[src/hw/peak_regs_pkg.sv]
// Purpose: Constants and carriers for the peak telemetry register bank
// Assumes: 8-bit command codes, 16-bit register words
// Notes: Shared by design and bench
package peak_regs_pkg;
  localparam logic [7:0] CMD_VOUT_PEAK = 8'ha5;
  localparam logic [7:0] CMD_IOUT_PEAK = 8'ha6;
  localparam logic [7:0] CMD_TEMP_PEAK = 8'haf;
  localparam logic [7:0] CMD_PART_CODE = 8'hc0;
  localparam logic [7:0] CMD_CFG_REV = 8'hc1;
  localparam int CFG_FORMAT_BIT = 9;
  localparam int LIN_MANT_W = 11;
  localparam int VOUT_DIRECT_W = 11;
  localparam int IOUT_DIRECT_W = 14;
  localparam int TEMP_W = 8;
  localparam logic [15:0] WORD_ZERO = 16'h0000;
  localparam real VOUT_LSB_MV = 31.25;
  localparam real IOUT_LSB_MA = 62.5;
  localparam real TEMP_LSB_C = 1.0;

  // One command on the register port
  typedef struct packed {
    logic rd;
    logic wr;
    logic [7:0] cmd;
    logic [15:0] wdata;
  } reg_req_t;

  // Samples from the front end, one strobe per quantity
  typedef struct packed {
    logic vout_vld;
    logic [15:0] vout;
    logic iout_vld;
    logic [15:0] iout;
    logic temp_vld;
    logic [7:0] temp;
  } sample_t;

  typedef enum logic [1:0] {
    ST_EMPTY = 2'b00,
    ST_HELD = 2'b01
  } peak_state_t;
endpackage

[src/hw/peak_telemetry_config_regs.sv]
// Purpose: Peak-hold telemetry and user identification registers
// Assumes: Command decode from the bus engine, same clock, one-cycle strobes
// Notes: Read data is registered, valid one cycle after the read strobe
//
// Contract
// Command A5h returns the highest output voltage sample, 16 bits.
// Command A6h returns the highest output current sample, 16 bits.
// Command AFh returns the highest die temperature sample, 16 bits.
// Peaks clear on read and hold the maximum since the previous read.
// Voltage and current encoding chosen by format bit 9: linear or direct.
// Linear: signed exponent in bits 15:11, signed mantissa in bits 10:0.
// Direct voltage: bits 15:11 zero, 31.25 mV per count below.
// Direct current: bits 15:14 zero, 62.5 mA per count below.
// Temperature bits 15:8 ignore writes and read zero.
// Temperature peak unsigned in bits 7:0, one degree per count.
// Command C0h read-write part-number code, reads last written value.
// Command C1h read-write configuration revision, reads last written.
// First sample after clear loads; sample colliding with read is kept.
`timescale 1ns/1ps
`default_nettype none
module peak_telemetry_config_regs
  import peak_regs_pkg::*;
(
  input wire logic CLK,
  input wire logic RST_B,
  input wire logic CE,
  input wire logic LINEAR_MODE,
  input wire peak_regs_pkg::reg_req_t REQ,
  input wire peak_regs_pkg::sample_t SAMPLE,
  output logic [15:0] RDATA,
  output logic RVALID
);
  import peak_regs_pkg::*;

  // ----------------------------------------------------------------
  // Helpers
  // ----------------------------------------------------------------
  // Linear words compare by real value; direct words are plain unsigned.
  function automatic logic lin_greater(input logic [15:0] a,
                                       input logic [15:0] b);
    logic signed [47:0] va;
    logic signed [47:0] vb;
    va = 48'(signed'(a[LIN_MANT_W-1:0])) <<< (5'(a[15:LIN_MANT_W]) + 5'd16);
    vb = 48'(signed'(b[LIN_MANT_W-1:0])) <<< (5'(b[15:LIN_MANT_W]) + 5'd16);
    if (a[15])
      va = 48'(signed'(a[LIN_MANT_W-1:0])) <<<
           (5'd16 - 5'(-signed'(a[15:LIN_MANT_W])));
    if (b[15])
      vb = 48'(signed'(b[LIN_MANT_W-1:0])) <<<
           (5'd16 - 5'(-signed'(b[15:LIN_MANT_W])));
    return va > vb;
  endfunction

  function automatic logic is_greater(input logic lin,
                                      input logic [15:0] a,
                                      input logic [15:0] b);
    return lin ? lin_greater(a, b) : (a > b);
  endfunction

  // Direct words force the bits that direct format reads as zero
  function automatic logic [15:0] direct_vout(input logic [15:0] w);
    return {5'h00, w[VOUT_DIRECT_W-1:0]};
  endfunction

  function automatic logic [15:0] direct_iout(input logic [15:0] w);
    return {2'h0, w[IOUT_DIRECT_W-1:0]};
  endfunction

  // ----------------------------------------------------------------
  // Sample formatting
  // ----------------------------------------------------------------
  logic [15:0] vout_fmt;
  logic [15:0] iout_fmt;
  logic [15:0] temp_fmt;
  always_comb begin
    vout_fmt = SAMPLE.vout;
    iout_fmt = SAMPLE.iout;
    if (!LINEAR_MODE) begin
      vout_fmt = direct_vout(SAMPLE.vout);
      iout_fmt = direct_iout(SAMPLE.iout);
    end
    temp_fmt = {8'h00, SAMPLE.temp};
  end

  wire logic rd_vout = REQ.rd && REQ.cmd == CMD_VOUT_PEAK;
  wire logic rd_iout = REQ.rd && REQ.cmd == CMD_IOUT_PEAK;
  wire logic rd_temp = REQ.rd && REQ.cmd == CMD_TEMP_PEAK;

  // ----------------------------------------------------------------
  // Peak trackers
  // ----------------------------------------------------------------
  // A colliding sample starts the next interval, so it is never lost.
  logic [15:0] vout_peak;
  logic [15:0] iout_peak;
  logic [15:0] temp_peak;
  peak_state_t vout_st;
  peak_state_t iout_st;
  peak_state_t temp_st;

  always_ff @(posedge CLK or negedge RST_B) begin
    if (!RST_B) begin
      vout_peak <= WORD_ZERO;
      vout_st <= ST_EMPTY;
    end else if (CE) begin
      if (rd_vout) begin
        vout_peak <= SAMPLE.vout_vld ? vout_fmt : WORD_ZERO;
        vout_st <= SAMPLE.vout_vld ? ST_HELD : ST_EMPTY;
      end else if (SAMPLE.vout_vld) begin
        if (vout_st == ST_EMPTY ||
            is_greater(LINEAR_MODE, vout_fmt, vout_peak)) begin
          vout_peak <= vout_fmt;
        end
        vout_st <= ST_HELD;
      end
    end
  end

  always_ff @(posedge CLK or negedge RST_B) begin
    if (!RST_B) begin
      iout_peak <= WORD_ZERO;
      iout_st <= ST_EMPTY;
    end else if (CE) begin
      if (rd_iout) begin
        iout_peak <= SAMPLE.iout_vld ? iout_fmt : WORD_ZERO;
        iout_st <= SAMPLE.iout_vld ? ST_HELD : ST_EMPTY;
      end else if (SAMPLE.iout_vld) begin
        if (iout_st == ST_EMPTY ||
            is_greater(LINEAR_MODE, iout_fmt, iout_peak)) begin
          iout_peak <= iout_fmt;
        end
        iout_st <= ST_HELD;
      end
    end
  end

  always_ff @(posedge CLK or negedge RST_B) begin
    if (!RST_B) begin
      temp_peak <= WORD_ZERO;
      temp_st <= ST_EMPTY;
    end else if (CE) begin
      if (rd_temp) begin
        temp_peak <= SAMPLE.temp_vld ? temp_fmt : WORD_ZERO;
        temp_st <= SAMPLE.temp_vld ? ST_HELD : ST_EMPTY;
      end else if (SAMPLE.temp_vld) begin
        if (temp_st == ST_EMPTY || temp_fmt > temp_peak) begin
          temp_peak <= temp_fmt;
        end
        temp_st <= ST_HELD;
      end
    end
  end

  // ----------------------------------------------------------------
  // User identification words
  // ----------------------------------------------------------------
  logic [15:0] part_code;
  logic [15:0] cfg_rev;
  always_ff @(posedge CLK or negedge RST_B) begin
    if (!RST_B) begin
      part_code <= WORD_ZERO;
      cfg_rev <= WORD_ZERO;
    end else if (CE && REQ.wr) begin
      if (REQ.cmd == CMD_PART_CODE)
        part_code <= REQ.wdata;
      if (REQ.cmd == CMD_CFG_REV)
        cfg_rev <= REQ.wdata;
    end
  end

  // ----------------------------------------------------------------
  // Read data
  // ----------------------------------------------------------------
  // Writes to the peak commands are ignored; unmapped reads return zero.
  // A word kept across a mode change still reads zero in direct-only bits
  logic [15:0] next_rdata;
  always_comb begin
    case (REQ.cmd)
      CMD_VOUT_PEAK: begin
        next_rdata = vout_peak;
        if (!LINEAR_MODE)
          next_rdata = direct_vout(vout_peak);
      end
      CMD_IOUT_PEAK: begin
        next_rdata = iout_peak;
        if (!LINEAR_MODE)
          next_rdata = direct_iout(iout_peak);
      end
      CMD_TEMP_PEAK: next_rdata = {8'h00, temp_peak[TEMP_W-1:0]};
      CMD_PART_CODE: next_rdata = part_code;
      CMD_CFG_REV: next_rdata = cfg_rev;
      default: next_rdata = WORD_ZERO;
    endcase
  end

  always_ff @(posedge CLK or negedge RST_B) begin
    if (!RST_B) begin
      RDATA <= WORD_ZERO;
      RVALID <= 1'b0;
    end else if (CE) begin
      RVALID <= REQ.rd;
      if (REQ.rd)
        RDATA <= next_rdata;
    end
  end
endmodule
`default_nettype wire

[config.mk]
export PLATFORM = sky130hd
export DESIGN_NAME = peak_telemetry_config_regs
export DESIGN_NICKNAME = d
export VERILOG_FILES = /design/src/hw/peak_regs_pkg.sv /design/src/hw/peak_telemetry_config_regs.sv
export SDC_FILE = /design/constraint.sdc
export NUM_CORES = 1
export LEC_CHECK = 0
export ABC_CLOCK_PERIOD_IN_PS = 5240
export BUFFER_PORTS_ARGS = -buffer_cell sky130_fd_sc_hd__buf_2
export CAP_MARGIN = 20
export CORE_MARGIN = 3
export CORE_UTILIZATION = 60
export CTS_CLUSTER_SIZE = 40
export DETAILED_ROUTE_END_ITERATION = 10
export GPL_ROUTABILITY_DRIVEN = 1
export PLACE_DENSITY = 0.8
export SLEW_MARGIN = 20
export SYNTH_ARGS = -nofsm -noshare
export SYNTH_HDL_FRONTEND = slang
export SYNTH_SLANG_ARGS = --single-unit
[constraint.sdc]
create_clock -name CLK -period 5.24 [get_ports CLK]
set_input_delay 0.262 -clock CLK [delete_from_list [all_inputs] [get_ports CLK]]
set_output_delay 0.262 -clock CLK [all_outputs]
set_load 0.05 [all_outputs]
==> flow_summary.yaml, run 1 <==
critical_path:
  rr_startpoint: "vout_peak[11]"
  path_class: "register to register"
  crit_fanout: 21
  required_ns: 5.43
  arrival_ns: 4.80
  r2r_setup_slack_ns: 0.64
  endpoint_kind: "register"
  r2r_end: "vout_peak[7]"
  start_kind: "register"
  endpoint: "vout_peak[7]"
  crit_start: "vout_peak[11]"
  r2r_cells: 15
grt:
  groute.usage.overall: 0.336
  grt_max_degree: 53
  grt_antenna_before_repair: 0
  overflow: 0
  grt_first_pass_wirelength_um: 53100
  grt_pass1_vias: 10080
logic_synthesis:
  netlist_instances: 1363
  synth_cell_types: 69
  ys_seq_area_frac: 0.217
  synth_top_area_share: 0.217
  syn_nets: 1557
  synthTopCellsByArea: "dfrtp_1 22%, ha_1 14%, mux2i_1 9.2%"
  synth_ff_type: "dfrtp_1"
  synth_area_per_cell_um2: 7.79
  synth_edf_count: 0
  yosysWarnings: 0
  ys_ff_latch: 92
  yosys.cell_count.top_type: "nand2_1"
  yosys.area.top_type: "dfrtp_1"
  synthArstFlopShare: 1.00
  synth_common_cells: "202 x nand2_1, 121 x ha_1, 110 x a21oi_1"
  syn-cell-area_um2: 10600
layout:
  instances_no_fill: 1628
  seq_area_um2: 2300
  final_nets: 1593
  drive_above_1_share: 0.135
  fillerInstances: 1516
  antenna_cells: 0
  syn2layout_area_growth_pct: 8.14
  multiInputGateArea_um2: 7720
power:
  vdd_drop_max_v: 0.000318
  leakage_nw: 5.38
  power_mw: 5.71
  p_per_area_nw_per_um2: 497
sta:
  slew_headroom: 0.273
  setup_violations: 0
  hold_violations: 0
  period_share: 0.879
  fin_crit_ns: 4.60
  finClkSkew_ns: 0.00737
  hold-worst-slack_ns: 0.165
  tns_ns: 0
  rsz0062_at_grt: "false"
  worstMarginPinSlew_ns: 1.08
  max_freq_mhz: 217
  slew_violations: 0
route:
  dr.first_iter.drc_count: 1308
  drt-total-wl_um: 33800
  ant_nets: 0
  drt-vias-per-instance: 6.74
  drt_pass1_iterations: 8
  wire_per_inst_um: 20.8
  num_vias: 10967
  remaining_drc_errors: 0
cts:
  hold_buffers: 1
  post-cts-setup-buffer-count: 0
  htreeDepth: 3
  cts_tree: "yes"
  cts_max_path_buffers: 2
  cts_buffers: 9
  ctsResizeCount: 0
  worstSkewPairLatency_ns: 0.34
  root_buffer: "clkbuf_16"
  clkTransAtPathRegs_ns: 0.07
  cts.sinks: 92
placement:
  dp_cells: 1612
  place_hpwl_um: 26200
  place_congestion: 0.954
  portBuffers: 89
floorplan:
  fp.dieArea_um2: 19300
  start_util: 0.614
  rows: 48
  pin_count: 90
  coreArea_um2: 17300
  fp.dieH_um: 139
  die_w_um: 139
hold_path:
  hold_path.class: "input port to register"
status:
  status: "finished clean"
flow_run:
  drv_cap: 0
## flip-flops by register name, indices dropped and copies added, names as in the netlist
| register | cells |
|---|---|
| cfg_rev | 16 |
| RVALID | 1 |
| iout_st | 1 |
| part_code | 16 |
| temp_st | 1 |
| vout_st | 1 |
| iout_peak | 16 |
| vout_peak | 16 |
| RDATA | 16 |
| temp_peak | 8 |
## routing by layer
layer	vias to the layer above	part of all wire	wire (um)	global-route usage
li1	5110	-	-	-
met1	5136	0.42	14300	0.482
met2	637	0.44	14900	0.519
met3	84	0.10	3450	0.0507
met4	0	0.035	1170	0.115
met5	-	0	0	0
## critical path, cell delays in order (launching register included)
cell and delay (ns):
dfrtp_1 0.84, mux2_2 0.42, nor2_1 0.09, a21oi_1 0.06
and2_1 0.21, a211oi_1 0.23, a21oi_1 0.10, a21boi_0 0.27
ha_1 0.16, nand2_1 0.07, nor4_4 0.35, nand3_1 0.17
a2111o_1 0.39, and4_4 0.24, a221oi_4 0.68, o22ai_1 0.18
## kinds of logic after synthesis
family	share of synthesized area
simple gates	0.186
flops	0.217
compound gates	0.257
fa+ha+maj	0.143
xor+xnor	0.000825
mux	0.140
buf+inv	0.0563
## report_power, final
group / switching [mW] / internal, mW
logic: 2.33 / 1.49
clock network: 0.289 / 0.389
registers: 0.355 / 0.857
total: 2.97 / 2.74
## cell type report
type                    instances  area share
repair buffers                111      0.0536
clock buffers                  10      0.0208
clock inverters                 5     0.00588
inverters                      69      0.0226
flip-flops and latches         92       0.200
multi-input cells            1116       0.672
well taps                     225      0.0245
## stage by stage
step,instance area [um^2],utilization,setup slack [ns]
6_report,11500,0.664,0.636
5_1_grt,11500,0.664,0.198
4_1_cts,11500,0.664,0.738
3_5_place_dp,11200,0.646,0.503
3_3_place_gp,11200,0.646,0.625
2_1_floorplan,10600,-,1.33
## worst min path at each step
stage                    from           end  slack (ns)  depth (start not counted)
finish              SAMPLE[3]  temp_peak[3]        0.16                          2
global route        SAMPLE[3]  temp_peak[3]        0.17                          2
CTS                 SAMPLE[3]  temp_peak[3]        0.16                          2
detailed placement      RST_B  temp_peak[1]        0.26                          1
global placement        RST_B  temp_peak[2]        0.26                          1
floorplan               RST_B      RDATA[0]       -0.03                          0
## cell usage in the layout (no fill, tap or decap), types with 23 or more instances in the layout
cell type,netlist,final
inv_1,65,65
nand4_1,23,23
nand3_1,29,29
mux2_2,43,43
o22ai_1,28,28
dfrtp_1,92,92
a21oi_1,110,110
ha_1,121,121
o21ai_0,101,101
nor2_1,88,88
buf_2,7,88
mux2i_1,98,98
nand2_1,202,202
(Power assumes the default switching activity.)
==> run 2, diff against run 1 <==
- BUFFER_PORTS_ARGS: -buffer_cell sky130_fd_sc_hd__buf_2 -> -buffer_cell sky130_fd_sc_hd__buf_4
- CAP_MARGIN: 20 -> not set
==> run 2 against run 1 <==
Clock power shrank 2%. Total power rose by 0.14%. Sequential share of layout area shrank 0.30 points. Routed wire length is 0.14% higher. Critical path type unchanged. Largest power group unchanged. Highest routed layer unchanged.
==> flow_summary.yaml, run 2 (synthesized netlist as in run 1, its figures left out) <==
power:
  power.internal_mw: 2.74
  power_frac_comb: 0.669
  switchingPower_mw: 2.98
  swShare: 0.522
  leakage_nw: 5.41
  p_seq_frac: 0.215
  vdd_drop_max_v: 0.000333
  p_per_area_nw_per_um2: 490
  p_clk_frac: 0.117
cts:
  htreeDepth: 3
  cts_buffers: 9
  post-cts-setup-buffer-count: 0
  ctsResizeCount: 0
  cts_max_path_buffers: 2
  cts_tree: "yes"
  cts.sinks: 92
  root_buffer: "clkbuf_16"
  clkTransAtPathRegs_ns: 0.07
  worstSkewPairLatency_ns: 0.34
status:
  status: "finished clean"
sta:
  slew_headroom: 0.293
  slew_violations: 0
  fin_crit_ns: 4.60
  rsz0062_at_grt: "false"
  hold_violations: 0
  finClkSkew_ns: 0.00954
  worstMarginPinSlew_ns: 1.05
  max_freq_mhz: 218
  period_share: 0.877
  tns_ns: 0
  setup_violations: 0
critical_path:
  start_kind: "register"
  path_class: "register to register"
  cp_num_buf_inv: 0
  cpPeakStageDelay_ns: 0.76
  rr_startpoint: "iout_peak[11]"
  arrival_ns: 4.79
  required_ns: 5.43
  cpMaxStageDelayCell: "dfrtp_1"
  crit_fanout: 17
  cp_top_family: "compound AO/OA/AOI/OAI gates"
  endpoint_kind: "register"
  path_cells: "mux2_2 > a21oi_1 > o21ai_0 > o211ai_1 > and2_1 > ha_1 > nand2_1 > nor3_1 > nand4_1 > o31ai_1 > o21bai_1 > o2111a_1 > o32ai_1"
  r2r_cells: 13
  crit_start: "iout_peak[11]"
  cp.depth: 13
layout:
  layout_commonest_cell: "nand2_1"
  antenna_cells: 0
  final_nets: 1588
  drive_above_1_share: 0.132
  syn2layout_area_growth_pct: 9.80
  layout_common_cells: "202 x nand2_1, 121 x ha_1, 110 x a21oi_1"
  stdcell_area_um2: 11700
  fillerInstances: 1477
floorplan:
  fp.dieH_um: 139
  die_w_um: 139
  rows: 48
  coreArea_um2: 17300
  fp.dieArea_um2: 19300
  start_util: 0.614
  pin_count: 90
route:
  remaining_drc_errors: 0
  ant_nets: 0
  drt-total-wl_um: 33900
  dr.first_iter.drc_count: 1341
  drt_pass1_iterations: 6
  num_vias: 11006
  drt-vias-per-instance: 6.78
  wire_per_inst_um: 20.9
grt:
  grt_antenna_before_repair: 0
  groute.usage.overall: 0.342
  overflow: 0
  grt_pass1_vias: 10385
  grt_first_pass_wirelength_um: 54700
  grt_max_degree: 59
hold_path:
  hold_path.class: "input port to register"
  holdPathStages: 2
  hold_start: "SAMPLE[1]"
placement:
  place_congestion: 1.05
  place_hpwl_um: 26200
  placed_cell_area_um2: 11400
  portBuffers: 89
flow_run:
  drv_cap: 0
## run 2: changes by cell type in the layout (fill, tap and decap cells not counted), sizes merged
cell	change
buf	-5
clkbuf	+1
clkinv	+1
clkinvlp	+1
inv	-3
## run 2: what timing repair did
item                                    CTS  global route
hold endpoints to repair                 34             0
endpoints found under the setup margin    0             0
hold buffers                              1             0
## run 2: metrics by stage
stage | setup slack [ns] | power (mW) | util | cells | hold WS (ns)
3_5_place_dp | 0.498 | 4.91 | 0.656 | 1607 | 0.238
2_1_floorplan | 1.33 | 3.88 | - | 1363 | -0.0336
6_report | 0.645 | 5.72 | 0.674 | 1623 | 0.149
5_1_grt | 0.241 | 6.18 | 0.674 | 1623 | 0.159
4_1_cts | 0.749 | 5.59 | 0.674 | 1623 | 0.148
3_3_place_gp | 0.564 | 4.83 | 0.656 | 1607 | 0.232
## run 2: worst paths after layout
kind / slack, ns / end
max: 0.64 / iout_peak[9]
min: 0.15 / temp_peak[1]
max reg2reg: 0.64 / iout_peak[9]
min reg2reg: 0.48 / RDATA[1]
max in group asynchronous: 3.74 / vout_peak[9]
min in group asynchronous: 0.40 / temp_peak[0]
## run 2: worst register-to-register path: stages (launching register included)
cell and delay [ns]:
dfrtp_1 0.76, mux2_2 0.42, a21oi_1 0.42, o21ai_0 0.30, o211ai_1 0.28, and2_1 0.16
ha_1 0.12, nand2_1 0.06, nor3_1 0.39, nand4_1 0.19, o31ai_1 0.39, o21bai_1 0.17
o2111a_1 0.59, o32ai_1 0.18
## run 2: power groups by stage
stage	clock (mW)	sequential, mW	combinational, mW
after global routing	0.691	1.25	4.24
after floorplan	0	0.979	2.90
after global placement	0	1.21	3.62
final	0.667	1.23	3.82
after CTS	0.663	1.21	3.73
after detailed placement	0	1.22	3.69
## run 2: final cells by class
| type | count | area (um^2) | share of cell area |
|---|---|---|---|
| Clock inverter | 4 | 57.6 | 0.00494 |
| Inverter | 69 | 259 | 0.0222 |
| Tap cell | 225 | 282 | 0.0241 |
| Multi-Input combinational cell | 1116 | 7720 | 0.662 |
| Clock buffer | 11 | 243 | 0.0208 |
| Timing Repair Buffer | 106 | 798 | 0.0685 |
| Sequential cell | 92 | 2300 | 0.197 |
## run 2: layer usage
metal / share of wire / global-route usage / vias up
met4: 0.039 / 0.133 / 0
li1: - / - / 5095
met3: 0.099 / 0.0379 / 97
met2: 0.45 / 0.536 / 632
met5: 0 / 0 / -
met1: 0.41 / 0.486 / 5182
==> run 3, diff against run 2 <==
- ABC_CLOCK_PERIOD_IN_PS: 5240 -> 5900
- CORE_UTILIZATION: 60 -> 67
- PLACE_DENSITY: 0.8 -> 0.88
- clock period: 5.24 -> 5.9 ns (I/O delays scaled with it)
==> run 3 against run 2 <==
Clock-buffer cell count down 2. Non-clock buffer count down 8. Critical path depth unchanged. Clock power down 11%. Setup slack better by 0.31 ns. Via count about the same. Sequential share of layout area up 0.12 points. Final area down 0.59%. Combinational power down 12%. Die area down 10%. Critical path type unchanged. Largest power group unchanged.
==> flow_summary.yaml, run 3 (synthesized netlist as in run 1, its figures left out) <==
grt:
  grt_antenna_before_repair: 1
  grt_max_degree: 64
  overflow: 0
  groute.usage.overall: 0.380
  grt_first_pass_wirelength_um: 53600
  grt_pass1_vias: 10210
sta:
  setup_ws_ns: 0.957
  finClkSkew_ns: 0.00843
  period_share: 0.838
  tns_ns: 0
  hold_violations: 0
  fin_crit_ns: 4.94
  slew_headroom: 0.264
  slew_violations: 0
  setup_violations: 0
  max_freq_mhz: 202
  worstMarginPinSlew_ns: 1.10
  rsz0062_at_grt: "false"
floorplan:
  start_util: 0.691
  fp.dieH_um: 132
  pin_count: 90
  fp.dieArea_um2: 17400
  coreArea_um2: 15400
  rows: 45
  die_w_um: 132
cts:
  cts_max_path_buffers: 2
  worstSkewPairLatency_ns: 0.36
  cts_buffers: 9
  post-cts-setup-buffer-count: 0
  htreeDepth: 3
  cts.sinks: 92
  root_buffer: "clkbuf_16"
  clkTransAtPathRegs_ns: 0.08
  hold_buffers: 1
  cts_tree: "yes"
  ctsResizeCount: 0
critical_path:
  crit_fanout: 17
  start_kind: "register"
  required_ns: 6.11
  arrival_ns: 5.15
  path_class: "register to register"
  endpoint_kind: "register"
hold_path:
  hold_path.class: "input port to register"
power:
  swShare: 0.532
  p_seq_frac: 0.218
  switchingPower_mw: 2.70
  power.internal_mw: 2.37
  p_clk_frac: 0.117
  vdd_drop_max_v: 0.000302
  p_per_area_nw_per_um2: 438
  leakage_nw: 5.37
  power_frac_comb: 0.665
route:
  dr.first_iter.drc_count: 1724
  wire_per_inst_um: 21.3
  num_vias: 11003
  ant_nets: 0
  drt-total-wl_um: 34100
  drt-vias-per-instance: 6.86
  drt_pass1_iterations: 7
  remaining_drc_errors: 0
layout:
  drive_above_1_share: 0.128
  fillerInstances: 1189
  final_nets: 1580
  layout_commonest_cell: "nand2_1"
  post-route-util: 0.754
  stdcell_area_um2: 11600
  layout_common_cells: "202 x nand2_1, 121 x ha_1, 110 x a21oi_1"
  syn2layout_area_growth_pct: 9.15
placement:
  portBuffers: 89
  place_hpwl_um: 26300
  pre_cts_slack_ns: 1.14
  placed_cell_area_um2: 11300
  place_congestion: 1.05
flow_run:
  drv_cap: 0
status:
  status: "finished clean"
-- run 3: stage by stage --
| step | cells | hold slack [ns] | power [mW] |
|---|---|---|---|
| 2_1_floorplan | 1363 | -0.000591 | 3.45 |
| 4_1_cts | 1602 | 0.174 | 4.94 |
| 3_3_place_gp | 1585 | 0.237 | 4.24 |
| 6_report | 1603 | 0.169 | 5.07 |
| 3_5_place_dp | 1585 | 0.239 | 4.33 |
| 5_1_grt | 1602 | 0.171 | 5.46 |
-- run 3: path summary, 6_finish.rpt --
| path | start | to | slack (ns) | depth (start not counted) |
|---|---|---|---|---|
| min reg2reg | RDATA[1] | RDATA[1] | 0.50 | 2 |
| max | iout_peak[11] | iout_peak[4] | 0.96 | 13 |
| max reg2reg | iout_peak[11] | iout_peak[4] | 0.96 | 13 |
| min in group asynchronous | RST_B | temp_peak[1] | 0.40 | 2 |
| max in group asynchronous | RST_B | vout_peak[13] | 4.33 | 3 |
| min | SAMPLE[0] | temp_peak[0] | 0.17 | 2 |
-- run 3: power groups by stage --
| stage | sequential, mW | combinational (mW) | clock, mW |
|---|---|---|---|
| after floorplan | 0.870 | 2.58 | 0 |
| after global placement | 1.09 | 3.15 | 0 |
| after detailed placement | 1.10 | 3.24 | 0 |
| after CTS | 1.09 | 3.26 | 0.591 |
| after global routing | 1.13 | 3.72 | 0.618 |
| final | 1.11 | 3.37 | 0.593 |
-- run 3: layout make-up --
class                           count  area (um^2)  share of cell area
Antenna cell                        1         2.50            0.000216
Clock buffer                        9          225              0.0194
Clock inverter                      7         81.3             0.00702
Inverter                           69          259              0.0223
Multi-Input combinational cell   1116         7720               0.666
Sequential cell                    92         2300               0.199
Tap cell                          211          264              0.0228
Timing Repair Buffer               98          738              0.0637
-- run 3: metal layers --
metal / global-route usage / up-vias / wire, um
li1: - / 5076 / -
met1: 0.530 / 5051 / 14000
met2: 0.555 / 762 / 14200
met3: 0.118 / 112 / 4690
met4: 0.141 / 2 / 1280
met5: 0 / - / 12
-- run 3: critical path, stage by stage, from the launching register on --
cell      delay (ns)
dfrtp_1         0.78
o21ai_0         0.23
o21ai_0         0.65
o21ai_0         0.35
o21ba_2         0.30
a21boi_0        0.25
ha_1            0.19
nand4_1         0.13
nor3_2          0.30
nand4_1         0.25
o31ai_1         0.41
o21bai_1        0.19
o2111a_1        0.58
o32ai_1         0.18
